$ cat src/lsr_consts.vh
`ifndef LSR_CONSTS_VH
`define LSR_CONSTS_VH
// Register indices (printed offsets are not all multiples of four)
`define LSR_IDX_LINE_CTRL0       16'h0f00
`define LSR_IDX_IRQ_ENABLE       16'h0f04
`define LSR_IDX_LIVE_STATUS      16'h0f05
`define LSR_IDX_CHANGE_STATUS    16'h0f06
`define LSR_IDX_CABLE_READOUT    16'h0f09
`define LSR_IDX_SEGMENT_ONE      16'h0f0b
`define LSR_IDX_SEGMENT_TWO      16'h0f0c
`define LSR_IDX_MODE_CTRL        16'h0f10
// Field positions
`define LSR_BIT_PATTERN          0
`define LSR_BIT_SIGNAL_LOSS      1
`define LSR_BIT_SINGLE_RAIL      0
`define LSR_EQC_MSB              4
`define LSR_SEG_MSB              6
`define LSR_CABLE_MSB            5
// Arbitrary pulse mode code of the equalizer control field
`define LSR_EQC_ARBITRARY        5'h1f
// Reset values
`define LSR_RST_BYTE             8'h00
`define LSR_RST_MODE             8'h01
`endif

$ cat src/lsr_change_flag.v
`timescale 1ns/100ps
`include "lsr_consts.vh"
// One sticky change-detect flag with clear-on-read
module lsr_change_flag (
  // Clock and reset
  input  wire clk_sys_in,
  input  wire rst_in,
  // Control
  input  wire enable_in,
  input  wire live_in,
  input  wire clear_in,
  // Result
  output wire flag_out
);
  reg prev_q;  // Live value seen last cycle
  reg flag_q;  // Sticky change flag

  // Flag set on any edge of the live level while enabled; set beats a same-cycle clear
  always @(posedge clk_sys_in) begin
    if (rst_in) begin
      prev_q <= 1'b0;
      flag_q <= 1'b0;
    end else begin
      prev_q <= live_in;
      if (enable_in && (live_in != prev_q)) begin
        flag_q <= 1'b1;
      end else if (clear_in) begin
        flag_q <= 1'b0;
      end
    end
  end

  assign flag_out = flag_q;
endmodule // lsr_change_flag

$ cat src/lsr_apb_decode.v
`timescale 1ns/100ps
`include "lsr_consts.vh"
// APB address decoder: word address is four times the register index
module lsr_apb_decode (
  // Bus address
  input  wire [15:0] paddr_in,
  // Decoded selects
  output wire [7:0]  sel_out,
  output wire        hit_out
);
  function match;
    input [15:0] a;
    input [15:0] idx;
    begin
      match = (a[15:2] == idx[13:0]) && (a[1:0] == 2'b00);
    end
  endfunction

  assign sel_out[0] = match(paddr_in, `LSR_IDX_LINE_CTRL0);
  assign sel_out[1] = match(paddr_in, `LSR_IDX_IRQ_ENABLE);
  assign sel_out[2] = match(paddr_in, `LSR_IDX_LIVE_STATUS);
  assign sel_out[3] = match(paddr_in, `LSR_IDX_CHANGE_STATUS);
  assign sel_out[4] = match(paddr_in, `LSR_IDX_CABLE_READOUT);
  assign sel_out[5] = match(paddr_in, `LSR_IDX_SEGMENT_ONE);
  assign sel_out[6] = match(paddr_in, `LSR_IDX_SEGMENT_TWO);
  assign sel_out[7] = match(paddr_in, `LSR_IDX_MODE_CTRL);
  assign hit_out    = |sel_out;
endmodule // lsr_apb_decode

$ cat src/lsr_regs.v
// The register offsets and the APB interface to the registers were left to the implementer.
`timescale 1ns/100ps
`include "lsr_consts.vh"
module lsr_regs (
  // Clock and reset
  input  wire        clk_sys_in,
  input  wire        rst_in,
  // APB slave
  input  wire        psel_in,
  input  wire        penable_in,
  input  wire        pwrite_in,
  input  wire [15:0] paddr_in,
  input  wire [31:0] pwdata_in,
  input  wire [3:0]  pstrb_in,
  output reg  [31:0] prdata_out,
  output wire        pready_out,
  output wire        pslverr_out,
  // Receive line status inputs
  input  wire        signal_loss_live_in,
  input  wire        pattern_lock_live_in,
  input  wire [5:0]  cable_attenuation_value_in,
  // Transmit pulse shaper
  input  wire [2:0]  pulse_slot_in,
  output reg  [6:0]  pulse_amplitude_out,
  output wire        pulse_amplitude_valid_out,
  output wire [4:0]  equalizer_control_field_out,
  // Interrupt
  output wire        irq_out
);
  // Decoder results
  wire [7:0] sel;        // One select per register
  wire       hit;        // Any register addressed
  // Software state
  reg  [4:0] equalizer_control_field_q;    // Line control zero field
  reg  [1:0] irq_enable_q;                 // Per-event interrupt mask
  reg        single_rail_q;                // LIU single-rail mode
  reg  [6:0] pulse_segment_one_amplitude_q; // First slot amplitude
  reg  [6:0] pulse_segment_two_amplitude_q; // Second slot amplitude
  // Change flags
  wire       signal_loss_change_flag;
  wire       pattern_lock_change_flag;
  // Bus strobes
  wire       acc;
  wire       wr;
  wire       rd;
  wire       clr_status;
  wire       arbitrary_mode;

  assign acc        = psel_in && penable_in;
  assign wr         = acc && pwrite_in && hit && pstrb_in[0];
  assign rd         = acc && !pwrite_in;
  // Zero wait states; unmapped addresses answer with an error
  assign pready_out  = 1'b1;
  assign pslverr_out = acc && !hit;
  assign clr_status  = rd && sel[3];

  lsr_apb_decode u_dec (
    .paddr_in (paddr_in),
    .sel_out  (sel),
    .hit_out  (hit)
  );

  // Change detectors run only in single-rail mode
  lsr_change_flag u_los (
    .clk_sys_in (clk_sys_in),
    .rst_in     (rst_in),
    .enable_in  (single_rail_q),
    .live_in    (signal_loss_live_in),
    // Clear only what the read showed; a change caught at the setup edge survives
    .clear_in   (clr_status && prdata_out[`LSR_BIT_SIGNAL_LOSS]),
    .flag_out   (signal_loss_change_flag)
  );

  lsr_change_flag u_qrp (
    .clk_sys_in (clk_sys_in),
    .rst_in     (rst_in),
    .enable_in  (single_rail_q),
    .live_in    (pattern_lock_live_in),
    .clear_in   (clr_status && prdata_out[`LSR_BIT_PATTERN]),
    .flag_out   (pattern_lock_change_flag)
  );

  // Writable registers; reserved bits are simply not stored
  always @(posedge clk_sys_in) begin
    if (rst_in) begin
      equalizer_control_field_q     <= 5'h00;
      irq_enable_q                  <= 2'h0;
      single_rail_q                 <= 1'b1;
      pulse_segment_one_amplitude_q <= 7'h00;
      pulse_segment_two_amplitude_q <= 7'h00;
    end else if (wr) begin
      if (sel[0]) begin
        equalizer_control_field_q <= pwdata_in[`LSR_EQC_MSB:0];
      end
      if (sel[1]) begin
        irq_enable_q <= pwdata_in[1:0];
      end
      if (sel[5]) begin
        pulse_segment_one_amplitude_q <= pwdata_in[`LSR_SEG_MSB:0];
      end
      if (sel[6]) begin
        pulse_segment_two_amplitude_q <= pwdata_in[`LSR_SEG_MSB:0];
      end
      if (sel[7]) begin
        single_rail_q <= pwdata_in[`LSR_BIT_SINGLE_RAIL];
      end
      // Cable readout and status registers ignore writes
    end
  end

  // Read data registered at the setup edge; others read zero
  always @(posedge clk_sys_in) begin
    if (rst_in) begin
      prdata_out <= 32'h0000_0000;
    end else if (psel_in && !penable_in && !pwrite_in) begin
      prdata_out <= 32'h0000_0000;
      case (1'b1)
        sel[0]: prdata_out[4:0] <= equalizer_control_field_q;
        sel[1]: prdata_out[1:0] <= irq_enable_q;
        sel[2]: prdata_out[1:0] <= single_rail_q ?
                  {signal_loss_live_in, pattern_lock_live_in} : 2'b00;
        sel[3]: prdata_out[1:0] <= {signal_loss_change_flag,
                                    pattern_lock_change_flag};
        sel[4]: prdata_out[`LSR_CABLE_MSB:0] <= cable_attenuation_value_in;
        sel[5]: prdata_out[6:0] <= pulse_segment_one_amplitude_q;
        sel[6]: prdata_out[6:0] <= pulse_segment_two_amplitude_q;
        sel[7]: prdata_out[0]   <= single_rail_q;
        default: prdata_out <= 32'h0000_0000;
      endcase
    end
  end

  // Shaper amplitude only supplied in arbitrary pulse mode
  assign arbitrary_mode = (equalizer_control_field_q == `LSR_EQC_ARBITRARY);
  assign pulse_amplitude_valid_out   = arbitrary_mode;
  assign equalizer_control_field_out = equalizer_control_field_q;

  // Slot zero and one come from the two segment registers
  always @(posedge clk_sys_in) begin
    if (rst_in) begin
      pulse_amplitude_out <= 7'h00;
    end else if (!arbitrary_mode) begin
      pulse_amplitude_out <= 7'h00;
    end else begin
      case (pulse_slot_in)
        3'h0: pulse_amplitude_out <= pulse_segment_one_amplitude_q;
        3'h1: pulse_amplitude_out <= pulse_segment_two_amplitude_q;
        default: pulse_amplitude_out <= 7'h00;
      endcase
    end
  end

  // Level interrupt in single-rail mode while an enabled change flag is set
  assign irq_out = single_rail_q &&
                   ((irq_enable_q[1] && signal_loss_change_flag) ||
                    (irq_enable_q[0] && pattern_lock_change_flag));
endmodule // lsr_regs

$ cat config.mk
export PLATFORM = sky130hd
export DESIGN_NAME = lsr_regs
export DESIGN_NICKNAME = d
export VERILOG_FILES = /design/src/lsr_change_flag.v /design/src/lsr_apb_decode.v /design/src/lsr_regs.v
export VERILOG_INCLUDE_DIRS = /design/src /design/src/src
export SDC_FILE = /design/constraint.sdc
export NUM_CORES = 1
export LEC_CHECK = 0
export ABC_AREA = 0
export BUFFER_PORTS_ARGS = -buffer_cell sky130_fd_sc_hd__buf_2
export CAP_MARGIN = 20
export CORE_ASPECT_RATIO = 2
export CORE_MARGIN = 8
export CORE_UTILIZATION = 45
export DETAILED_ROUTE_END_ITERATION = 8
export HOLD_SLACK_MARGIN = 0.06
export PLACE_DENSITY = 0.87
export SYNTH_ARGS = -nofsm -noshare
export SYNTH_HDL_FRONTEND = slang
export SYNTH_HIERARCHICAL = 1
export SYNTH_SLANG_ARGS = --single-unit
export TNS_END_PERCENT = 30
$ cat constraint.sdc
create_clock -name clk_sys_in -period 5.03 [get_ports clk_sys_in]
set_input_delay 1.006 -clock clk_sys_in [delete_from_list [all_inputs] [get_ports clk_sys_in]]
set_output_delay 1.006 -clock clk_sys_in [all_outputs]
set_load 0.02 [all_outputs]
==> impl_metrics.toml, run 1 <==
[critical_path]
critPathLaunchType = "input pin"
crit_arrival_ns = 3.38
critPathKind = "in2reg"
end_kind = "flop"
critical_path_buf_inv_count = 1
path_depth = 8
reg2reg_setup_slack_ns = 3.75
r2r_end = "prdata_out[0]"
critPathMaxStageDelay_ns = 0.89
cp_cell_sequence = "buf_2 > nor4b_4 > nand3_1 > nor3b_2 > a21oi_1 > a221oi_2 > a211oi_1 > nor3_1"
r2r-start = "single_rail_q"
reg2reg_depth = 3
worstPathMaxFanout = 14
required_ns = 5.23
cpMaxStageDelayCell = "nor3b_2"
path_delay_family = "simple AND/OR/NAND/NOR gates"

[run_status]
status = "complete, no violations"

[logic_synthesis]
synth_warnings = 6
synth_cell_type_count = 42
synth_seq_cells = 40
synth_edf_count = 0
synth_top_cell_by_area = "dfxtp_1"
async_flop_share_pct = 0
ys.flop_type = "dfxtp_1"
yosysSeqAreaShare_pct = 34.8
synth_commonest_cells = "dfxtp_1 (40), nor2_1 (39), mux2i_1 (28)"
syn-instance-count = 264
synth.area.top_cells = "dfxtp_1 (35%), mux2i_1 (12%), buf_4 (8.8%)"
syn_avg_cell_area_sq_um = 8.72
synth_top_area_share_pct = 34.8
syn-cell-area_sq_um = 2300
post-synth-top-count-cell = "dfxtp_1"

[power]
power_density_nw_per_um2 = 257
clkPwrFrac_pct = 41.9
static-leakage-power_uw = 0.00128
intPower_uw = 519
ir_drop_mv = 0.206
p_sw_share_pct = 23.9
combPwrFrac_pct = 10.6
pwr-share-seq_pct = 47.5
total_power_uw = 682
power_switching_uw = 163

[clocking]
cts_root_buf = "clkbuf_8"
clkTransAtPathRegs_ns = 0.07
cts_tree = "built"
numCtsBuffers = 5
htree_levels = 2
hold_buffers = 0
cts_buffer_depth = 2
postCtsSetupBuffers = 0
clock_latency_ns = 0.30
cts_sinks = 40
postCtsResizedCells = 0

[cells_and_area]
fillers = 474
final_nets = 385
antenna_cells = 0
drive_above_1_share_pct = 26.7
syn_to_final_growth_pct = 15.0

[drt]
routedWlPerCell_um = 15.0
firstDrtPassIters = 4
viasPerCell = 5.28
ant_nets = 0
route.detailed.drc = 0
postRouteWirelength_um = 5660
drtIter0Drc = 129
dr_total_vias = 1987

[die]
die_h_um = 117
core_area_sq_um = 5050
rows = 37
dieWidth_um = 66.6
dieArea_sq_um = 7800
start_util_pct = 45.6
io_pins = 116

[grt]
grt_use_met1_pct = 17.9
grt.busiest_layer = "met2"
grt_max_degree = 39
gr-total-overflow = 0
track_usage_pct = 14.8
antenna_found_initial = 0
met2_usage_pct = 22.3
grt_pass1_vias = 1983
grt_pass1_wl_um = 9090
use_met3_pct = 6.39

[sta]
finalSetupViolCount = 0
drv_slew = 0
tightest_slew_ns = 1.05
fin_setup_tns_ns = 0
hold_viol = 0
fin_skew_ns = 0.00514
hold_slack_ns = 0.480
min_period_over_period_pct = 63.3
max_freq_ghz = 0.314
period_minus_slack_ns = 3.19
rsz0062_at_grt = "false"
slew_headroom_pct = 29.8

[placed_design]
gp_congestion = 0.844
post-dp-hpwl_um = 4300
io_buffers = 61

[worst_hold_path]
whs_path_depth = 2
hp-class = "reg2reg"
min_to = "prdata_out[5]"
worstHoldStart = "prdata_out[5]"

[run]
drv_cap = 0
## flip-flops by register name, indices dropped and copies added (netlist names)
signal and flops:
equalizer_control_field_out 5, irq_enable_q 2, u_los/flag_out 1, single_rail_q 1
pulse_segment_two_amplitude_q 7, pulse_amplitude_out 7, prdata_out 7, u_los/prev_q 1
u_qrp/prev_q 1, u_qrp/flag_out 1, pulse_segment_one_amplitude_q 7
## per-stage QoR
stage | std cells | setup WS, ns | area (sq um) | utilization [%]
after floorplan | 288 | 2.20 | 2390 | -
after global placement | 367 | 1.60 | 2520 | 49.9
after detailed placement | 367 | 1.51 | 2520 | 49.9
after CTS | 375 | 1.82 | 2640 | 52.4
after global routing | 376 | 1.70 | 2650 | 52.5
final | 376 | 1.84 | 2650 | 52.5
## cell type report
| class | instances | area [sq um] | area share (%) |
|---|---|---|---|
| timing repair buffer | 62 | 310 | 11.7 |
| sequential | 40 | 801 | 30.2 |
| tap | 58 | 72.6 | 2.74 |
| clock buffer | 7 | 96.3 | 3.64 |
| multi-input combinational | 199 | 1300 | 49.2 |
| inverter | 9 | 33.8 | 1.28 |
| clock inverter | 1 | 30.0 | 1.13 |
## cell usage in the layout, fill, tap and decap left out, types with 8 or more instances in the layout
| cell type | netlist | final |
|---|---|---|
| a21oi_1 | 13 | 13 |
| nor3_1 | 8 | 8 |
| buf_2 | 6 | 61 |
| nor2_1 | 39 | 39 |
| dfxtp_1 | 40 | 40 |
| inv_1 | 9 | 9 |
| mux2i_1 | 28 | 28 |
| nand2_1 | 11 | 11 |
| conb_1 | 2 | 26 |
## kinds of logic (layout without fill, tap and decap cells)
family / Yosys count / count (layout) / share of synthesized area, %
AOI/OAI and AO/OA: 37 / 37 / 12.3
and+or+nand+nor: 106 / 106 / 26.9
other: 2 / 26 / 0.326
buffers and inverters: 49 / 79 / 12.7
DFF: 40 / 40 / 34.8
xor gates and xnor gates: 2 / 2 / 0.761
muxes: 28 / 28 / 12.2
## how the worst max path moves through the flow
| stage | start | to |
|---|---|---|
| after detailed placement | paddr_in[7] | prdata_out[4] |
| after CTS | paddr_in[7] | prdata_out[4] |
| after global placement | paddr_in[7] | prdata_out[3] |
| final | paddr_in[7] | prdata_out[4] |
| after global routing | paddr_in[7] | prdata_out[4] |
| after floorplan | paddr_in[2] | pslverr_out |
## power by group through the flow
stage	clock [uW]	combinational, uW	sequential, uW
final	286	71.9	324
after global routing	308	78.6	324
after CTS	291	70.9	324
after detailed placement	0	70.4	331
after global placement	0	69.5	331
after floorplan	0	58.7	332
## tightest hold or removal path, stage by stage, from the launching register on
cell and delay, ns:
dfxtp_1 0.33, nand2_1 0.06, a21oi_1 0.05
## metal layers
metal | part of all wire [%] | vias up
li1 | - | 980
met1 | 42 | 911
met2 | 48 | 91
met3 | 9.4 | 5
met4 | 0.99 | 0
met5 | 0 | -
No activity file was read; power rests on OpenSTA's default activity.
==> run 2, diff against run 1 <==
ABC_AREA = 1   (was 0)
clock period = 3.3 ns   (was 5.03 ns; I/O delays follow)
==> run 2 against run 1 <==
Die area grew 1.1%. First-iteration DRC count shrank 29%. Global-route usage grew 1.1 points. Combinational power grew 46%. Critical path depth grew 2. Critical path type is now in2out. Largest power group unchanged.
==> impl_metrics.toml, run 2 <==
[critical_path]
reg2reg_depth = 12
r2r-start = "single_rail_q"
end_kind = "output port"
path_delay_family = "simple AND/OR/NAND/NOR gates"
crit_arrival_ns = 1.86
cpMaxStageDelayCell = "nor2_2"
required_ns = 2.64
worstPathMaxFanout = 8
cp_cell_sequence = "buf_2 > nor2_1 > nand2_1 > nor2_2 > nand3_1 > nand2_1 > nor2_1 > nand2_1 > nor2_1 > buf_2"
critPathLaunchType = "input pin"
critPathKind = "in2out"
critPathMaxStageDelay_ns = 0.25
r2r_end = "prdata_out[0]"
critical_path_buf_inv_count = 2
reg2reg_setup_slack_ns = 1.98

[power]
static-leakage-power_uw = 0.00138
ir_drop_mv = 0.257
power_density_nw_per_um2 = 355

[cells_and_area]
post-route-util_pct = 51.9
most-common-layout-cells = "buf_2 (61), nand2_1 (58), inv_1 (54)"
stdcell_area_sq_um = 2650
syn_to_final_growth_pct = 13.4
final_nets = 469
drive_above_1_share_pct = 23.4
layout_commonest_cell = "buf_2"
fillers = 560
antenna_cells = 0

[drt]
postRouteWirelength_um = 6170
viasPerCell = 4.91
drtIter0Drc = 92
routedWlPerCell_um = 13.4
firstDrtPassIters = 4
route.detailed.drc = 0
dr_total_vias = 2258
ant_nets = 0

[sta]
slew_headroom_pct = 60.8
finalSetupViolCount = 0
rsz0062_at_grt = "false"
min_period_over_period_pct = 76.3
fin_skew_ns = 0.00702
period_minus_slack_ns = 2.52
max_freq_ghz = 0.397
fin_setup_tns_ns = 0
tightest_slew_ns = 0.588
drv_slew = 0
hold_viol = 0

[clocking]
numCtsBuffers = 5
cts_sinks = 40
clock_latency_ns = 0.29
htree_levels = 2
hold_buffers = 0
postCtsSetupBuffers = 0
cts_root_buf = "clkbuf_8"
clkTransAtPathRegs_ns = 0.08
postCtsResizedCells = 0
cts_buffer_depth = 2
cts_tree = "built"

[placed_design]
placed_area_sq_um = 2550
io_buffers = 61
gp_congestion = 0.922
post-dp-hpwl_um = 4950

[die]
io_pins = 116
dieWidth_um = 66.9
start_util_pct = 45.8
die_h_um = 118
core_area_sq_um = 5090
rows = 37
dieArea_sq_um = 7880

[logic_synthesis]
synth_simple_gate_area_share_pct = 26.3
synth_top_area_share_pct = 34.3
synth_top_cell_by_area = "dfxtp_1"
syn-cell-area_sq_um = 2330
synth_seq_cells = 40
synth_top_family_by_area = "simple AND/OR/NAND/NOR gates"
yosysSeqAreaShare_pct = 34.3
ys.flop_type = "dfxtp_1"
synth_warnings = 6
synth.area.top_cells = "dfxtp_1 (34%), nand2_1 (9.3%), inv_1 (8.7%)"
synth_compound_area_share_pct = 18.9
synth_edf_count = 0
synth_commonest_cells = "nand2_1 (58), inv_1 (54), dfxtp_1 (40)"
yosys.area_share.xor_xnor_pct = 0
synth_fa_ha_area_share_pct = 0
synth_mux_area_share_pct = 0
post-synth-top-count-cell = "nand2_1"
syn_avg_cell_area_sq_um = 6.82
syn-instance-count = 342
synth_cell_type_count = 33
async_flop_share_pct = 0

[worst_hold_path]
hp-class = "reg2reg"
whs_path_depth = 2
worstHoldStart = "prdata_out[6]"
min_to = "prdata_out[6]"

[grt]
grt_pass1_vias = 2356
antenna_found_initial = 0
grt_max_degree = 25
track_usage_pct = 15.9
gr-total-overflow = 0
grt_pass1_wl_um = 10200

[run_status]
status = "complete, no violations"

[run]
drv_cap = 0
==> run 2: cell families (layout without fill, tap and decap cells) <==
logic type / count (synthesis) / after routing
AND/OR/NAND/NOR: 128 / 128
buffers and inverters: 92 / 128
AO/OA/AOI/OAI: 80 / 80
flip-flops: 40 / 40
other: 2 / 26
==> run 2: metrics by stage <==
stage | cells | total power, uW | setup WS, ns | hold slack (ns)
3_5_place_dp | 452 | 605 | 0.849 | 0.455
4_1_cts | 460 | 942 | 0.821 | 0.468
5_1_grt | 460 | 976 | 0.685 | 0.504
6_report | 460 | 940 | 0.782 | 0.469
2_1_floorplan | 366 | 587 | 1.17 | 0.434
3_3_place_gp | 452 | 604 | 0.878 | 0.451
==> run 2: worst max-delay path by stage <==
| stage | start | endpoint | slack (ns) | cells past startpoint |
|---|---|---|---|---|
| floorplan | paddr_in[13] | pslverr_out | 1.17 | 9 |
| global placement | paddr_in[15] | prdata_out[1] | 0.88 | 15 |
| detailed placement | paddr_in[15] | prdata_out[1] | 0.85 | 15 |
| CTS | paddr_in[15] | pslverr_out | 0.82 | 10 |
| global route | paddr_in[15] | pslverr_out | 0.69 | 10 |
| finish | paddr_in[15] | pslverr_out | 0.78 | 10 |
==> run 2: per-layer routing <==
metal  up-vias  track usage (%)  routed length, um
met1      1010             14.5               2130
li1       1156                -                  -
met4         0             4.61                 78
met2        84             31.1               3470
met5         -                0                  0
met3         8             4.29                482
==> run 2: report_power, final <==
group / internal [uW] / switching, uW / total (uW) / leakage (uW)
Sequential: 487 / 2.74 / 490 / 0.000324
Clock: 167 / 178 / 345 / 0.0000510
Combinational: 31.2 / 73.7 / 105 / 0.00100
Total: 686 / 254 / 940 / 0.00138
==> run 2: area by class of cell <==
cell class | instances | area, sq um | share of cell area [%]
multi-input combinational | 234 | 1150 | 43.6
sequential | 40 | 801 | 30.3
timing repair buffer | 61 | 305 | 11.5
inverter | 59 | 221 | 8.37
clock buffer | 6 | 82.6 | 3.12
tap | 58 | 72.6 | 2.74
clock inverter | 2 | 10.0 | 0.378
==> run 2: worst min-delay path, delay by kind of cell (launching register included) <==
kind	cells	cell delay (ns)
DFF	1	0.31
and+or+nand+nor	1	0.06
AOI/OAI and AO/OA	1	0.06
==> run 3, diff against run 2 <==
CORE_UTILIZATION = 42   (was 45)
PLACE_DENSITY = 0.85   (was 0.87)
clock period = 2.1 ns   (was 3.3 ns; I/O delays follow)
==> run 3 against run 2 <==
Flip-flop and latch count unchanged. Utilization is 0.80 points lower. Critical path depth is the same. Cell count grew 2.4%. Clock-buffer cell count is the same. Final area rose by 3.9%. Setup slack got worse by 0.62 ns. Routed wire length is 4.1% higher. Global-route usage hardly changed. Clock power up 84%. Clock skew increased by 0.00074 ns. Critical path type unchanged. Sequential power up 57%.
==> impl_metrics.toml, run 3 (synthesized netlist as in run 2, its figures left out) <==
[die]
dieWidth_um = 68.7
rows = 38
die_h_um = 121
core_area_sq_um = 5370
dieArea_sq_um = 8340
io_pins = 116
start_util_pct = 43.4

[critical_path]
end_kind = "output port"
worstPathMaxFanout = 3
path_delay_family = "simple AND/OR/NAND/NOR gates"
critPathKind = "in2out"
required_ns = 1.68
cp_cell_sequence = "buf_2 > nor2_1 > nand2_1 > nor2_2 > nand3_1 > nand2_1 > nor2_1 > nand2_1 > nor2_1 > buf_2"
critPathMaxStageDelay_ns = 0.16
critPathLaunch = "paddr_in[2]"
critPathLaunchType = "input pin"
crit_arrival_ns = 1.52
cpMaxStageDelayCell = "nor2_1"
critical_path_buf_inv_count = 2
r2r-start = "single_rail_q"

[run]
drv_cap = 0

[sta]
tightest_slew_ns = 0.590
finalSetupViolCount = 0
slew_headroom_pct = 60.6
setup_ws_ns = 0.163
hold_slack_ns = 0.363
hold_viol = 0
max_freq_ghz = 0.516
fin_skew_ns = 0.00776
period_minus_slack_ns = 1.94
drv_slew = 0
min_period_over_period_pct = 92.2
rsz0062_at_grt = "false"

[drt]
route.detailed.drc = 0
routedWlPerCell_um = 13.6
drtIter0Drc = 135
ant_nets = 0
postRouteWirelength_um = 6420
dr_total_vias = 2333
firstDrtPassIters = 6
viasPerCell = 4.95

[grt]
gr-total-overflow = 0
track_usage_pct = 15.9
grt_max_degree = 25
antenna_found_initial = 0
grt_pass1_wl_um = 10400
grt_pass1_vias = 2426

[clocking]
cts_sinks = 40
htree_levels = 2
numCtsBuffers = 5
cts_tree = "built"
clock_latency_ns = 0.30
cts_buffer_depth = 2
postCtsSetupBuffers = 0
clkTransAtPathRegs_ns = 0.08
cts_root_buf = "clkbuf_8"

[cells_and_area]
regArea_sq_um = 801
syn_to_final_growth_pct = 17.8
final_nets = 478
layout_commonest_cell = "buf_2"
antenna_cells = 0
post-route-util_pct = 51.1
drive_above_1_share_pct = 26.0
fillers = 552
most-common-layout-cells = "buf_2 (61), nand2_1 (57), inv_1 (54)"
multi_input_area_sq_um = 1170
stdcell_area_sq_um = 2750

[run_status]
status = "complete, no violations"

[power]
static-leakage-power_uw = 0.00143
pwr-share-seq_pct = 48.9
intPower_uw = 1170
combPwrFrac_pct = 10.7
ir_drop_mv = 0.380
power_switching_uw = 406
power_density_nw_per_um2 = 573
p_sw_share_pct = 25.8
total_power_uw = 1570
clkPwrFrac_pct = 40.4

[worst_hold_path]
hp-class = "in2reg"
worstHoldStart = "pattern_lock_live_in"

[placed_design]
placed_area_sq_um = 2620
gp_congestion = 0.921
io_buffers = 61
post-place-ws_ns = -0.0588
post-dp-hpwl_um = 5170
## run 3: cell types whose count changed in the layout (fill, tap and decap cells not counted), sizes merged
cell,previous run,this run
bufinv,0,1
clkinv,2,1
buf,61,70
## run 3: what timing repair did
item | CTS | global route
hold buffers | 0 | 0
gates resized for setup | 0 | 6
hold endpoints to repair | 0 | 0
endpoints found under the setup margin | 0 | 2
## run 3: worst paths after layout
| kind | endpoint | slack (ns) | cells past startpoint |
|---|---|---|---|
| max | pslverr_out | 0.16 | 10 |
| max reg2reg | prdata_out[0] | 0.75 | 12 |
| min | u_qrp/prev_q | 0.36 | 3 |
| min reg2reg | pulse_segment_one_amplitude_q[6] | 0.48 | 2 |
## run 3: stage by stage
step / cells / setup TNS, ns
global route: 471 / 0
global placement: 463 / -0.00113
finish: 471 / 0
CTS: 471 / 0
floorplan: 366 / 0
detailed placement: 463 / -0.452
## run 3: cell type report
| class | count | area share (%) |
|---|---|---|
| repair buffers | 70 | 13.6 |
| clock buffers | 6 | 2.64 |
| flip-flops and latches | 40 | 29.1 |
| clock inverters | 2 | 1.28 |
| inverters | 59 | 8.06 |
| well taps | 60 | 2.73 |
| multi-input cells | 234 | 42.6 |
## run 3: power groups by stage
stage	logic (uW)	clock network, uW	registers (uW)
CTS	165	642	770
global placement	160	0	788
global route	185	683	771
finish	169	635	770
floorplan	132	0	791
detailed placement	164	0	788
## run 3: metal layers
layer  vias up  wire length [um]  global-route usage (%)
met3        15               439                    3.42
met2        92              3590                    30.6
met5         -                 0                       0
met1      1049              2230                    14.6
met4         0               153                    7.21
li1       1177                 -                       -
## run 3: worst register-to-register path: stages (launching register included)
cell and delay [ns]:
dfxtp_1 0.49, nand2_1 0.09, nand2_1 0.06, nand3_1 0.07, nand2_1 0.08, nand2_1 0.06
nand2_1 0.05, nand2_1 0.04, nand2_1 0.05, nand2_1 0.05, nand2_1 0.07, nand2_1 0.07
a21oi_2 0.11
